===== src/include/cpu_regs_map.svh =====
/*
  Constants of the CPU register set: flag positions, reset values,
  prefetch queue sizes. Assumes inclusion by the package only.
*/
`ifndef CPU_REGS_MAP_SVH
`define CPU_REGS_MAP_SVH

// --------------------------------------------------------------------
// Condition flag positions
// --------------------------------------------------------------------
`define FLAG_S 7
`define FLAG_X 6
`define FLAG_H 5
`define FLAG_I 4
`define FLAG_N 3
`define FLAG_Z 2
`define FLAG_V 1
`define FLAG_C 0

// --------------------------------------------------------------------
// Reset values
// --------------------------------------------------------------------
`define FLAGS_RESET 8'hD0
`define ACC_RESET  8'h00
`define WORD_RESET 16'h0000
`define WORK_RESET 20'h0_0000

// --------------------------------------------------------------------
// Prefetch queue
// --------------------------------------------------------------------
`define QUEUE_BYTES 3'h4
`define QUEUE_MIN   3'h3

`endif


===== src/include/cpu_regs_pkg.sv =====
/*
  Types of the CPU register set: commands, register selects,
  indexed modes, sequencer states and the complete state record.
  Assumes cpu_regs_map.svh on the include path.
*/
`include "cpu_regs_map.svh"
package cpu_regs_pkg;

  typedef enum logic [3:0] {
    OP_NONE, OP_LOAD, OP_ADD, OP_ADC, OP_ASUM, OP_SUB, OP_DADJ,
    OP_EA, OP_STOP, OP_STW, OP_LDW, OP_EADD
  } op_e;

  typedef enum logic [2:0] {
    R_A, R_B, R_D, R_X, R_Y, R_SP, R_PC, R_FLAGS
  } reg_e;

  typedef enum logic [1:0] {BASE_X, BASE_Y, BASE_SP, BASE_PC} base_e;

  typedef enum logic [2:0] {
    IM_CONST, IM_ACC_A, IM_ACC_B, IM_ACC_D, IM_PRE, IM_POST
  } idx_mode_e;

  typedef enum logic [4:0] {
    ST_IDLE = 5'b0_0001,
    ST_WHI  = 5'b0_0010,
    ST_WLO  = 5'b0_0100,
    ST_RHI  = 5'b0_1000,
    ST_RLO  = 5'b1_0000
  } seq_e;

  typedef struct packed {
    logic        valid;
    op_e         op;
    reg_e        dst;
    logic        word;
    logic [15:0] data;
  } cmd_s;

  typedef struct packed {
    base_e       base;
    idx_mode_e   mode;
    logic [15:0] offset;
  } idx_s;

  typedef struct packed {
    logic [15:0] res;
    logic        n;
    logic        z;
    logic        v;
    logic        c;
    logic        h;
  } alu_s;

  typedef struct packed {
    logic [7:0]  a;
    logic [7:0]  b;
    logic [15:0] x;
    logic [15:0] y;
    logic [15:0] sp;
    logic [15:0] pc;
    logic [7:0]  flags;
    logic [19:0] work;
    logic [15:0] ea;
    logic        ea_err;
    logic        stop_mode;
    logic        hpi_take;
    logic        irq_take;
    seq_e        seq;
    reg_e        mdst;
    logic [15:0] maddr;
    logic [15:0] mdata;
    logic        mem_rd;
    logic        mem_wr;
    logic [7:0]  mem_wdata;
    logic [31:0] q;
    logic [2:0]  qcnt;
    logic        fetch_ready;
    logic        insn_ready;
    logic        busy;
  } state_s;

endpackage


===== src/hw/cpu_register_set.sv =====
/*
  Programmer-visible register set of a 16-bit CPU: accumulators,
  index registers, stack pointer, program counter, condition flags,
  20-bit working register, indexed address former, byte-serial word
  store/load and a four-byte instruction prefetch queue.
  Assumes the decoder drives one command per cycle, memory returns
  read data in the same cycle as mem_rd, all inputs synchronous to mclk.
*/
`timescale 1ns/100ps
module cpu_register_set
  import cpu_regs_pkg::*;
(
  input  logic        mclk,
  input  logic        resetn,
  input  logic        clk_en,
  input  cmd_s        cmd,
  input  idx_s        idx,
  input  logic        hpi_req_n,
  input  logic        irq_req,
  input  logic [7:0]  mem_rdata,
  input  logic        fetch_valid,
  input  logic [7:0]  fetch_byte,
  input  logic        insn_start,
  input  logic [2:0]  insn_len,
  output logic [7:0]  acc_a,
  output logic [7:0]  acc_b,
  output logic [15:0] acc_d,
  output logic [15:0] index_x,
  output logic [15:0] index_y,
  output logic [15:0] stack_ptr,
  output logic [15:0] prog_cnt,
  output logic [7:0]  cond_flags,
  output logic [19:0] work,
  output logic [15:0] eff_addr,
  output logic        eff_addr_err,
  output logic        stop_mode,
  output logic        hpi_take,
  output logic        irq_take,
  output logic        mem_rd,
  output logic        mem_wr,
  output logic [15:0] mem_addr,
  output logic [7:0]  mem_wdata,
  output logic        busy,
  output logic        fetch_ready,
  output logic        insn_ready,
  output logic [23:0] insn_bytes
);

  // ------------------------------------------------------------------
  // Helper functions
  // ------------------------------------------------------------------
  function automatic logic [15:0] rd_reg(input state_s s, input reg_e r);
    logic [15:0] v;
    v = `WORD_RESET;
    unique case (r)
      R_A:   v = {8'h00, s.a};
      R_B:   v = {8'h00, s.b};
      R_D:   v = {s.a, s.b};
      R_X:   v = s.x;
      R_Y:   v = s.y;
      R_SP:  v = s.sp;
      R_PC:  v = s.pc;
      R_FLAGS: v = {8'h00, s.flags};
    endcase
    return v;
  endfunction

  function automatic state_s wr_reg(input state_s s, input reg_e r,
                                    input logic [15:0] v);
    state_s t;
    t = s;
    unique case (r)
      R_A:   t.a = v[7:0];
      R_B:   t.b = v[7:0];
      R_D:
      begin
        t.a = v[15:8];
        t.b = v[7:0];
      end
      R_X:   t.x = v;
      R_Y:   t.y = v;
      R_SP:  t.sp = v;
      R_PC:  t.pc = v;
      R_FLAGS: t.flags = v[7:0];
    endcase
    return t;
  endfunction

  // Add or subtract, byte or word; flags as seen by the result
  function automatic alu_s alu(input logic [15:0] p, input logic [15:0] q,
                               input logic cin, input logic sub,
                               input logic word);
    alu_s        o;
    logic [16:0] s;
    logic [15:0] qq;
    logic        msb_p;
    logic        msb_q;
    logic        msb_r;
    qq = sub ? ~q : q;
    s  = {1'b0, p} + {1'b0, qq} + {16'h0000, cin ^ sub};
    o  = '0;
    if (word)
    begin
      o.res = s[15:0];
      msb_p = p[15];
      msb_q = qq[15];
      msb_r = s[15];
      o.c   = s[16] ^ sub;
      o.z   = (s[15:0] == 16'h0000);
    end
    else
    begin
      o.res = {8'h00, s[7:0]};
      msb_p = p[7];
      msb_q = qq[7];
      msb_r = s[7];
      o.c   = (p[8] ^ qq[8] ^ s[8]) ^ sub;
      o.z   = (s[7:0] == 8'h00);
    end
    o.n = msb_r;
    o.v = (msb_p == msb_q) && (msb_r != msb_p);
    o.h = p[4] ^ qq[4] ^ s[4];
    return o;
  endfunction

  function automatic logic [15:0] base_val(input state_s s, input base_e b);
    logic [15:0] v;
    v = `WORD_RESET;
    unique case (b)
      BASE_X:  v = s.x;
      BASE_Y:  v = s.y;
      BASE_SP: v = s.sp;
      BASE_PC: v = s.pc;
    endcase
    return v;
  endfunction

  // ------------------------------------------------------------------
  // State
  // ------------------------------------------------------------------
  state_s      r;
  state_s      n;
  alu_s        res;
  logic [15:0] opnd;
  logic [15:0] base;
  logic [15:0] moved;
  logic [7:0]  adj;
  logic        adj_c;
  logic [2:0]  cnt;
  logic        take_byte;
  logic        go;
  logic        cmd_ok;

  always_comb
  begin
    n         = r;
    res       = '0;
    opnd      = `WORD_RESET;
    base      = base_val(r, idx.base);
    moved     = `WORD_RESET;
    adj       = 8'h00;
    adj_c     = 1'b0;
    cnt       = r.qcnt;
    n.mem_rd  = 1'b0;
    n.mem_wr  = 1'b0;
    cmd_ok    = cmd.valid && (r.seq == ST_IDLE);

    // ----------------------------------------------------------------
    // Interrupt gating
    // ----------------------------------------------------------------
    n.hpi_take = !hpi_req_n && !r.flags[`FLAG_X];
    n.irq_take = irq_req && !r.flags[`FLAG_I];

    // ----------------------------------------------------------------
    // Word store and load sequencer
    // ----------------------------------------------------------------
    unique case (r.seq)
      ST_IDLE:
      begin
        if (cmd_ok && cmd.op == OP_STW)
        begin
          n.maddr     = cmd.data;
          n.mdata     = rd_reg(r, cmd.dst);
          n.mem_wr    = 1'b1;
          n.mem_wdata = n.mdata[15:8];
          n.seq       = ST_WHI;
        end
        else if (cmd_ok && cmd.op == OP_LDW)
        begin
          n.maddr  = cmd.data;
          n.mdst   = cmd.dst;
          n.mem_rd = 1'b1;
          n.seq    = ST_RHI;
        end
      end
      ST_WHI:
      begin
        n.maddr     = r.maddr + 16'h0001;
        n.mem_wr    = 1'b1;
        n.mem_wdata = r.mdata[7:0];
        n.seq       = ST_WLO;
      end
      ST_WLO:
      begin
        n.seq = ST_IDLE;
      end
      ST_RHI:
      begin
        n.mdata  = {mem_rdata, 8'h00};
        n.maddr  = r.maddr + 16'h0001;
        n.mem_rd = 1'b1;
        n.seq    = ST_RLO;
      end
      ST_RLO:
      begin
        n     = wr_reg(n, r.mdst, {r.mdata[15:8], mem_rdata});
        n.seq = ST_IDLE;
      end
      default:
      begin
        n.seq = ST_IDLE;
      end
    endcase

    // ----------------------------------------------------------------
    // Register and arithmetic commands
    // ----------------------------------------------------------------
    if (cmd_ok)
    begin
      unique case (cmd.op)
        OP_LOAD:
        begin
          n = wr_reg(n, cmd.dst, cmd.data);
        end
        OP_ADD, OP_ADC, OP_SUB, OP_ASUM:
        begin
          opnd = (cmd.op == OP_ASUM) ? {8'h00, r.b} : cmd.data;
          res  = alu(rd_reg(r, cmd.op == OP_ASUM ? R_A : cmd.dst), opnd,
                     (cmd.op == OP_ADC) && r.flags[`FLAG_C],
                     cmd.op == OP_SUB,
                     cmd.word && cmd.op != OP_ASUM);
          n    = wr_reg(n, cmd.op == OP_ASUM ? R_A : cmd.dst, res.res);
          n.flags[`FLAG_N] = res.n;
          n.flags[`FLAG_Z] = res.z;
          n.flags[`FLAG_V] = res.v;
          n.flags[`FLAG_C] = res.c;
          if (cmd.op != OP_SUB && !(cmd.word && cmd.op != OP_ASUM))
          begin
            n.flags[`FLAG_H] = res.h;
          end
        end
        OP_DADJ:
        begin
          adj   = 8'h00;
          adj_c = r.flags[`FLAG_C] || (r.a > 8'h99);
          if (r.flags[`FLAG_H] || (r.a[3:0] > 4'h9))
          begin
            adj = adj | 8'h06;
          end
          if (adj_c)
          begin
            adj = adj | 8'h60;
          end
          n.a              = r.a + adj;
          n.flags[`FLAG_C] = adj_c;
          n.flags[`FLAG_N] = n.a[7];
          n.flags[`FLAG_Z] = (n.a == 8'h00);
        end
        OP_EADD:
        begin
          n.work = r.work + {4'h0, r.a, r.b};
          n.flags[`FLAG_C] = n.work[16] ^ r.work[16];
        end
        OP_STOP:
        begin
          n.stop_mode = !r.flags[`FLAG_S];
        end
        OP_EA:
        begin
          n.ea_err = 1'b0;
          unique case (idx.mode)
            IM_CONST: n.ea = base + idx.offset;
            IM_ACC_A: n.ea = base + {8'h00, r.a};
            IM_ACC_B: n.ea = base + {8'h00, r.b};
            IM_ACC_D: n.ea = base + {r.a, r.b};
            IM_PRE, IM_POST:
            begin
              moved = base + idx.offset;
              n.ea  = (idx.mode == IM_PRE) ? moved : base;
              if (idx.base == BASE_PC)
              begin
                n.ea_err = 1'b1;
              end
              else
              begin
                n = wr_reg(n, idx.base == BASE_X ? R_X :
                              idx.base == BASE_Y ? R_Y : R_SP, moved);
              end
            end
            default: n.ea_err = 1'b1;
          endcase
        end
        default: ;
      endcase
    end

    // ----------------------------------------------------------------
    // Prefetch queue
    // ----------------------------------------------------------------
    go = insn_start && r.insn_ready && (insn_len != 3'd0)
         && (insn_len <= r.qcnt);
    if (go)
    begin
      n.q  = r.q << {insn_len, 3'b000};
      cnt  = r.qcnt - insn_len;
      n.pc = r.pc + {13'h0000, insn_len};
      // A stop accepted in the same cycle wins over the clear
      if (!(cmd_ok && cmd.op == OP_STOP))
      begin
        n.stop_mode = 1'b0;
      end
    end
    take_byte = fetch_valid && r.fetch_ready;
    if (take_byte)
    begin
      n.q[8 * (3 - cnt[1:0]) +: 8] = fetch_byte;
      cnt = cnt + 3'd1;
    end
    n.qcnt        = cnt;
    n.fetch_ready = (cnt < `QUEUE_BYTES);
    n.insn_ready  = (cnt >= `QUEUE_MIN);
    n.busy        = (n.seq != ST_IDLE);
  end

  // ------------------------------------------------------------------
  // State register
  // ------------------------------------------------------------------
  always_ff @(posedge mclk or negedge resetn)
  begin
    if (!resetn)
    begin
      r             <= '0;
      r.a           <= `ACC_RESET;
      r.b           <= `ACC_RESET;
      r.x           <= `WORD_RESET;
      r.y           <= `WORD_RESET;
      r.sp          <= `WORD_RESET;
      r.pc          <= `WORD_RESET;
      r.flags       <= `FLAGS_RESET;
      r.work        <= `WORK_RESET;
      r.seq         <= ST_IDLE;
      r.fetch_ready <= 1'b1;
    end
    else if (clk_en)
    begin
      r <= n;
    end
  end

  // ------------------------------------------------------------------
  // Outputs
  // ------------------------------------------------------------------
  assign acc_a        = r.a;
  assign acc_b        = r.b;
  assign acc_d        = {r.a, r.b};
  assign index_x      = r.x;
  assign index_y      = r.y;
  assign stack_ptr    = r.sp;
  assign prog_cnt     = r.pc;
  assign cond_flags   = r.flags;
  assign work         = r.work;
  assign eff_addr     = r.ea;
  assign eff_addr_err = r.ea_err;
  assign stop_mode    = r.stop_mode;
  assign hpi_take     = r.hpi_take;
  assign irq_take     = r.irq_take;
  assign mem_rd       = r.mem_rd;
  assign mem_wr       = r.mem_wr;
  assign mem_addr     = r.maddr;
  assign mem_wdata    = r.mem_wdata;
  assign busy         = r.busy;
  assign fetch_ready  = r.fetch_ready;
  assign insn_ready   = r.insn_ready;
  assign insn_bytes   = r.q[31:8];

endmodule // cpu_register_set


===== config.mk =====
export PLATFORM = sky130hd
export DESIGN_NAME = cpu_register_set
export DESIGN_NICKNAME = d
export VERILOG_FILES = /design/src/include/cpu_regs_pkg.sv /design/src/hw/cpu_register_set.sv
export VERILOG_INCLUDE_DIRS = /design/src /design/src/include
export SDC_FILE = /design/constraint.sdc
export NUM_CORES = 1
export LEC_CHECK = 0
export BUFFER_PORTS_ARGS = -buffer_cell sky130_fd_sc_hd__buf_2
export CAP_MARGIN = 0
export CORE_MARGIN = 2
export CORE_UTILIZATION = 39
export DETAILED_ROUTE_END_ITERATION = 6
export SYNTH_ARGS = -nofsm -noshare
export SYNTH_HDL_FRONTEND = slang
export SYNTH_SLANG_ARGS = --single-unit

===== constraint.sdc =====
create_clock -name mclk -period 3.63 [get_ports mclk]
set_clock_uncertainty 0.15 [all_clocks]
set_input_delay 0.1815 -clock mclk [delete_from_list [all_inputs] [get_ports mclk]]
set_output_delay 0.1815 -clock mclk [all_outputs]
set_load 0.02 [all_outputs]

==> results of run 1 <==
## cells in the mapped netlist (9+ instances only)
cell	number
nand2_1	305
o21ai_0	258
nor2_1	254
a21oi_1	231
dfrtp_1	211
buf_4	189
clkbuf_1	140
mux2i_1	88
ha_1	77
nand3_1	68
inv_1	50
a31oi_1	46
a221oi_1	42
o22ai_1	42
nor3_1	39
xnor2_1	37
a22oi_1	36
a22o_1	34
mux2_2	33
and3_1	29
a211oi_1	27
xor2_1	25
nor2b_1	23
a21o_1	22
o21a_1	22
o221ai_1	20
nand2b_1	18
o211ai_1	18
mux4_2	16
o31ai_1	16
or2_2	16
a221o_1	15
and2_1	15
buf_1	15
buf_2	11
or3_1	11
a32oi_1	10
nand4_1	9
## worst max-delay path by stage
| stage | slack [ps] | startpoint | to | cells past startpoint |
|---|---|---|---|---|
| finish | -450 | acc_b[1] | cond_flags[2] | 17 |
| global route | -580 | acc_b[1] | cond_flags[2] | 17 |
| CTS | -480 | acc_b[1] | index_y[9] | 19 |
| detailed placement | -760 | cmd[18] | cond_flags[2] | 16 |
| global placement | -680 | cmd[18] | cond_flags[7] | 17 |
| floorplan | -260 | cmd[18] | cond_flags[2] | 17 |
## metrics by stage
| stage | hold WS [ps] | TNS (ps) | utilization [%] |
|---|---|---|---|
| after floorplan | -264.1 | -789.6 | - |
| after global routing | 60.50 | -24370 | 52.62 |
| after detailed placement | 97.79 | -34430 | 46.62 |
| after CTS | 0.9999 | -17150 | 51.11 |
| final | 30.49 | -15450 | 52.63 |
| after global placement | 87.98 | -31200 | 46.62 |
## worst max-delay path: stages, from the launching register on
cell and delay [ps]:
dfrtp_1 440, mux2i_1 150, a21oi_1 100, a221o_1 280
a221oi_2 180, buf_4 170, nand2_1 70, o21a_1 130
ha_1 330, a211oi_4 290, o21bai_4 120, a2111oi_4 320
buf_6 180, o31ai_4 80, a22o_4 310, buf_4 150
a311o_1 370, o31ai_2 180
## timing repair
item                                   4_1_cts  5_1_grt
resized for setup                          153      142
pin swaps                                  106      112
setup buffers                               35       19
setup endpoints to repair                   70       92
endpoints found under the hold margin      179        0
hold buffers                                35        0
## cells in the final DEF (no fill, tap or decap), types with 37 or more instances in the layout
cell type and instances:
o22ai_1 37, a31oi_1 40, inv_1 47, ha_1 73, mux2i_1 86, o21ai_0 232, buf_4 447, nand3_1 56
nand2_1 297, nor2_1 249, dfrtp_1 206, a21oi_1 207, buf_2 266, buf_6 37
## logic make-up after synthesis
logic type / Yosys count / share of synthesized area [%]
AOI/OAI and AO/OA: 929 / 28.77
and+or+nand+nor: 834 / 18.41
buffers and inverters: 409 / 10.89
DFF: 216 / 26.08
muxes: 137 / 7.774
adders and majority gates: 86 / 5.464
xor gates and xnor gates: 62 / 2.617
## registers in the layout, summed over array words and instances (netlist names), 16 cells and up
signal and flops:
index_x 16, insn_bytes 24, eff_addr 16, index_y 16
stack_ptr 16, r 35, mem_addr 16, prog_cnt 16
work 20
## area by class of cell
type	count	area (um^2)
timing repair buffer	798	5699
clock inverter	14	212.7
antenna	2	5.005
clock buffer	42	875.8
fill	5078	24890
multi-input combinational	2048	14390
inverter	53	198.9
sequential	216	5418
tap	688	860.8
## where the power goes
group | switching [mW] | leakage, nW | internal (mW)
registers | 0.949 | 2.67 | 3.07
clock network | 1.29 | 0.537 | 2.03
logic | 6.53 | 9.14 | 4.51
total | 8.77 | 12.4 | 9.61
## per-layer routing
metal | up-vias | GRT usage [%] | wire length [um]
li1 | 10610 | - | -
met1 | 12090 | 51.94 | 46050
met2 | 1575 | 59.78 | 48840
met3 | 356 | 10.80 | 12400
met4 | 0 | 21.61 | 7655
met5 | - | 0 | 0
==> results.md, run 1 <==
- R2r endpoint: cond_flags[2]
- Crit. End Element: flop
- Leakage: 12.35 nW
- HP Start: insn_len[2]
- Yosys warns: 0
- DP Worst Slack: -756.6 ps
- Via density: 6.378
- All-Layer GR Usage: 39.82%
- Post-DP HPWL: 87720 um
- Slew headroom: 20.43%
- Netlist cell types: 96
- Post-Syn Nets: 2830
- Core area: 52550 um^2
- Area after DPL: 24500 um^2
- GRT overflow: 0
- FF-to-FF setup slack: -450 ps
- # H-tree levels: 1
- Final count of pins violating max slew: 0
- EDFF count, synth: 0
- Skew-Pair Late Insertion Delay: 620 ps
- CP Max Fanout: 5
- Initial Utilization: 39.48%
- Final setup fails: 67
- Chip width: 234.6 um
- Period minus WS final: 4080 ps
- Final Non-Filler Cells: 3861
- Root Buffer: clkbuf_16
- Setup CP Type: reg2reg
- Power Density: 664.6 nW/um^2
- Post-synthesis sequential area ratio: 26.08%
- Mean post-synth cell area: 7.762 um^2
- Largest net degree at the start of global routing: 83
- Drt first pass iters: 6
- WL per Instance: 29.77 um
- Design Area, Final: 27660 um^2
- Failing checks: negative setup slack
- Synthesized instance count: 2673
- Synth Cell Area: 20750 um^2
- Post-synth top area share: 25.45%
- Hold endpoint: insn_bytes[13]
- CTS tree: yes
- Arrival time at the worst endpoint: 4460 ps
- Residual DRC: 0
- Synth area leaders: dfrtp_1 (25%), buf_4 (6.8%), o21ai_0 (6.2%), a21oi_1 (5.6%), nand2_1 (5.5%)
- Vias in the first global route: 23370
- Post-route ant nets: 0
- Final Hold Vio Count: 0
- Ys flop type: dfrtp_1
- DR iter-0 viols: 2829
- Initial antenna violation count: 2
- Share of cells above drive strength 1: 34.59%
- Most area-hungry cell type in the Yosys netlist: dfrtp_1
- Synth Register Bits: 216
- Io pins: 269
- Worst EP required: 4010 ps
- Global-route wire length before repair: 163800 um
- RSZ-0062 raised after global routing: yes
- RR Startpoint: acc_b[1]
- Number of cell rows: 84
- Total power: 18.38 mW
- Synth async-reset ratio: 100.0%
- HP Class: in2reg
- Num Clock Sinks: 216
- Run status: finished with violations
- Fmax: 245.1 MHz
- Clk pin slew, worst setup/hold paths: 60 ps
- Total wire length: 115000 um
- Final net count: 3304
- Max Cap Violations: 0
- R2R depth: 17
- Critical path launch point type: flop
- Max IR drop VDD: 0.0004792 V
- Hold Path Cell Cnt: 4
- Input/output buffers: 268
- Die Height: 234.6 um
- Final worst setup slack: -450.1 ps
- Cell Count Post-Placement: 3727
- Routed vias: 24630
- Tcrit/Tclk final: 112.4%
- Routability cong.: 1.049
- Clk buf depth: 3
- Die area: 55060 um^2
- Actual slew at the worst max-slew pin: 1189 ps
- Area delta synth->final: 33.30%
- TritonCTS Buffers: 30
No activity file was read; power rests on OpenSTA's default activity.
==> run 2, diff against run 1 <==
--- a/config.mk
+++ b/config.mk
@@ -11,6 +11,7 @@
 export CORE_MARGIN = 2
 export CORE_UTILIZATION = 39
 export DETAILED_ROUTE_END_ITERATION = 6
+export GPL_TIMING_DRIVEN = 0
 export SYNTH_ARGS = -nofsm -noshare
 export SYNTH_HDL_FRONTEND = slang
 export SYNTH_SLANG_ARGS = --single-unit
==> run 2 against run 1 <==
The flow finishes with violations (design-rule violations, max-capacitance violations, max-slew violations, negative setup slack). Combinational power about the same. Power down 0.15%. Worst setup slack worse by 280 ps. Cell area down 2.4%. Global-route usage up 3.0 points. Sequential share of layout area up 0.58 points. Register-to-register slack worse by 280 ps. Cell count down 1.6%. Fmax down 6.5%. Clock power down 2%. Critical path type unchanged. Highest routed layer is now met5.
==> results.md, run 2 (same netlist as run 1, synthesis figures left out) <==
- Worst EP required: 3900 ps (-110 ps)
- Global-route wire length before repair: 172600 um (+5.3%)
- RR Startpoint: acc_b[0]
- Setup CP Type: reg2reg
- Max Cap Violations: 1 (+1)
- TritonCTS Buffers: 30 (unchanged)
- DR iter-0 viols: 3192 (+13%)
- Area after DPL: 23050 um^2 (-5.9%)
- Final worst setup slack: -731.5 ps (-281.4 ps)
- Final net count: 3240 (-1.9%)
- Num Clock Sinks: 216 (unchanged)
- Number of fill cells in the layout: 5123 (+0.89%)
- Vias in the first global route: 23590 (+0.97%)
- Crit path buf inv count: 2 (-1)
- RSZ-0062 raised after global routing: yes
- Worst setup path startpoint: acc_b[0]
- GRT overflow: 0 (unchanged)
- Leakage: 11.67 nW (-5.5%)
- Clk pin slew, worst setup/hold paths: 60 ps (about the same)
- Routed vias: 25180 (+2.3%)
- Core area: 52550 um^2 (unchanged)
- Slew headroom: -3.457% (-24 points)
- CP max-delay cell: a222oi_1
- WL per Instance: 32.63 um (+9.6%)
- All-Layer GR Usage: 42.81% (+3.0 points)
- DP Worst Slack: -2555 ps (-1799 ps)
- Largest net degree at the start of global routing: 108 (+30%)
- Failing checks: design-rule violations, max-capacitance violations, max-slew violations, negative setup slack
- Die Height: 234.6 um (unchanged)
- Multi-input gate area: 14720 um^2 (+2.3%)
- Total wire length: 124000 um (+7.9%)
- Via density: 6.626 (+3.9%)
- Post-route ant nets: 0 (unchanged)
- Post-DP HPWL: 91110 um (+3.9%)
- Number of cell rows: 84 (unchanged)
- Final Non-Filler Cells: 3801 (-1.6%)
- Routability cong.: 1.060 (+1.0%)
- Crit-path max cell delay: 540 ps (+100 ps)
- Period minus WS final: 4361 ps (+281.4 ps)
- Critical path cell sequence: mux2i_1 > a21oi_1 > a221o_1 > a221oi_4 > buf_12 > a21oi_4 > fa_2 > a211oi_2 > o21bai_2 > a2111oi_4 > buf_4 > nor4_4 > or2_4 > xnor2_4 > a222oi_1 > o31ai_1
- Io pins: 269 (unchanged)
- HP Class: in2async
- Final setup fails: 78 (+16%)
- Fmax: 229.3 MHz (-6.5%)
- FF+latch area: 5443 um^2 (+0.46%)
- Max IR drop VDD: 0.0004358 V (-9.1%)
- Number of flip-flops in the largest register: 35 (unchanged)
- Power Density: 679.9 nW/um^2 (+2.3%)
- Share of cells above drive strength 1: 30.67% (-3.9 points)
- Run status: finished with violations
- Die area: 55060 um^2 (unchanged)
- Actual slew at the worst max-slew pin: 1552 ps (+362.7 ps)
- Top reg by flops: r
- Cell Count Post-Placement: 3618 (-2.9%)
- Crit. End Element: flop
- CTS tree: yes
- Arrival time at the worst endpoint: 4640 ps (+180 ps)
- Initial Utilization: 39.48% (unchanged)
- Most common cell after layout, fill and taps aside: nand2_1
- Root Buffer: clkbuf_16
- Most frequent cells in the layout: nand2_1 (301), buf_2 (266), buf_4 (262)
- Final Hold Vio Count: 0 (unchanged)
- Total power: 18.35 mW (-0.15%)
- CP Max Fanout: 3 (-2)
- Critical path launch point type: flop
- Clk buf depth: 3 (unchanged)
- Drt first pass iters: 7 (+1)
- Input/output buffers: 253 (-5.6%)
- Area delta synth->final: 30.09%
- FF-to-FF setup slack: -730 ps (-280 ps)
- # H-tree levels: 1 (unchanged)
- Final count of pins violating max slew: 11 (+11)
- Design Area, Final: 26990 um^2 (-2.4%)
- Skew-Pair Late Insertion Delay: 610 ps (about the same)
- Initial antenna violation count: 4 (+2)
- Chip width: 234.6 um (unchanged)
- Residual DRC: 2 (+2)
- Tcrit/Tclk final: 120.2% (+7.8 points)
- Top delay family on crit path: compound AO/OA/AOI/OAI gates
## run 2: cell count changes in the layout (fill, tap and decap cells not counted), sizes merged
cell           before  now
buf               763  572
bufinv              5    4
clkbuf             42  178
clkdlybuf4s15       0    1
clkinvlp            1    2
diode               2    6
dlygate4sd3        35   25
## run 2: tightest hold or removal path, delay by kind of cell
family | cells | cell delay, ps
buf+inv | 3 | 1030
## run 2: routing by layer
metal | global-route usage, % | routed length [um] | share of wire (%)
met5 | 0 | 63 | 0.051
met3 | 12.75 | 15260 | 12
met1 | 54.57 | 47630 | 38
met2 | 63.97 | 52360 | 42
met4 | 25.30 | 8723 | 7.0
## run 2: where the power goes
part | internal [mW] | switching, mW
logic | 4.36 | 6.32
clock network | 1.96 | 1.30
registers | 3.07 | 1.34
total | 9.39 | 8.96
## run 2: per-stage QoR
| stage | utilization [%] | setup TNS (ps) | hold slack, ps |
|---|---|---|---|
| finish | 51.36 | -28210 | 14.29 |
| global route | 51.33 | -32880 | 44.17 |
| CTS | 49.56 | -26220 | 7.796 |
| detailed placement | 43.87 | -188770 | -131.1 |
| global placement | 43.69 | -617920 | 210.1 |
| floorplan | - | -789.6 | -264.1 |
## run 2: path summary, 6_finish.rpt
path / end / cells after the start
min: eff_addr[10] / 3
max: acc_a[3] / 16
min reg2reg: eff_addr[1] / 2
max in group asynchronous: eff_addr[14] / 3
min in group mclk: index_x[14] / 4
max reg2reg: acc_a[3] / 16
## run 2: area by class of cell
cell class	count	share of cell area (%)
multi-input cells	2048	54.54
flip-flops and latches	216	20.17
repair buffers	384	9.471
plain buffers	350	7.922
clock buffers	42	3.250
well taps	688	3.189
inverters	53	0.7510
clock inverters	14	0.6536
diodes	6	0.05563
## run 2: what timing repair did
action                                  CTS  global route
endpoints found under the setup margin  131           129
buffers inserted                         67            37
hold buffers                             25             0
endpoints found under the hold margin   265             0
pin swaps                                69            87
resized for setup                       250           142
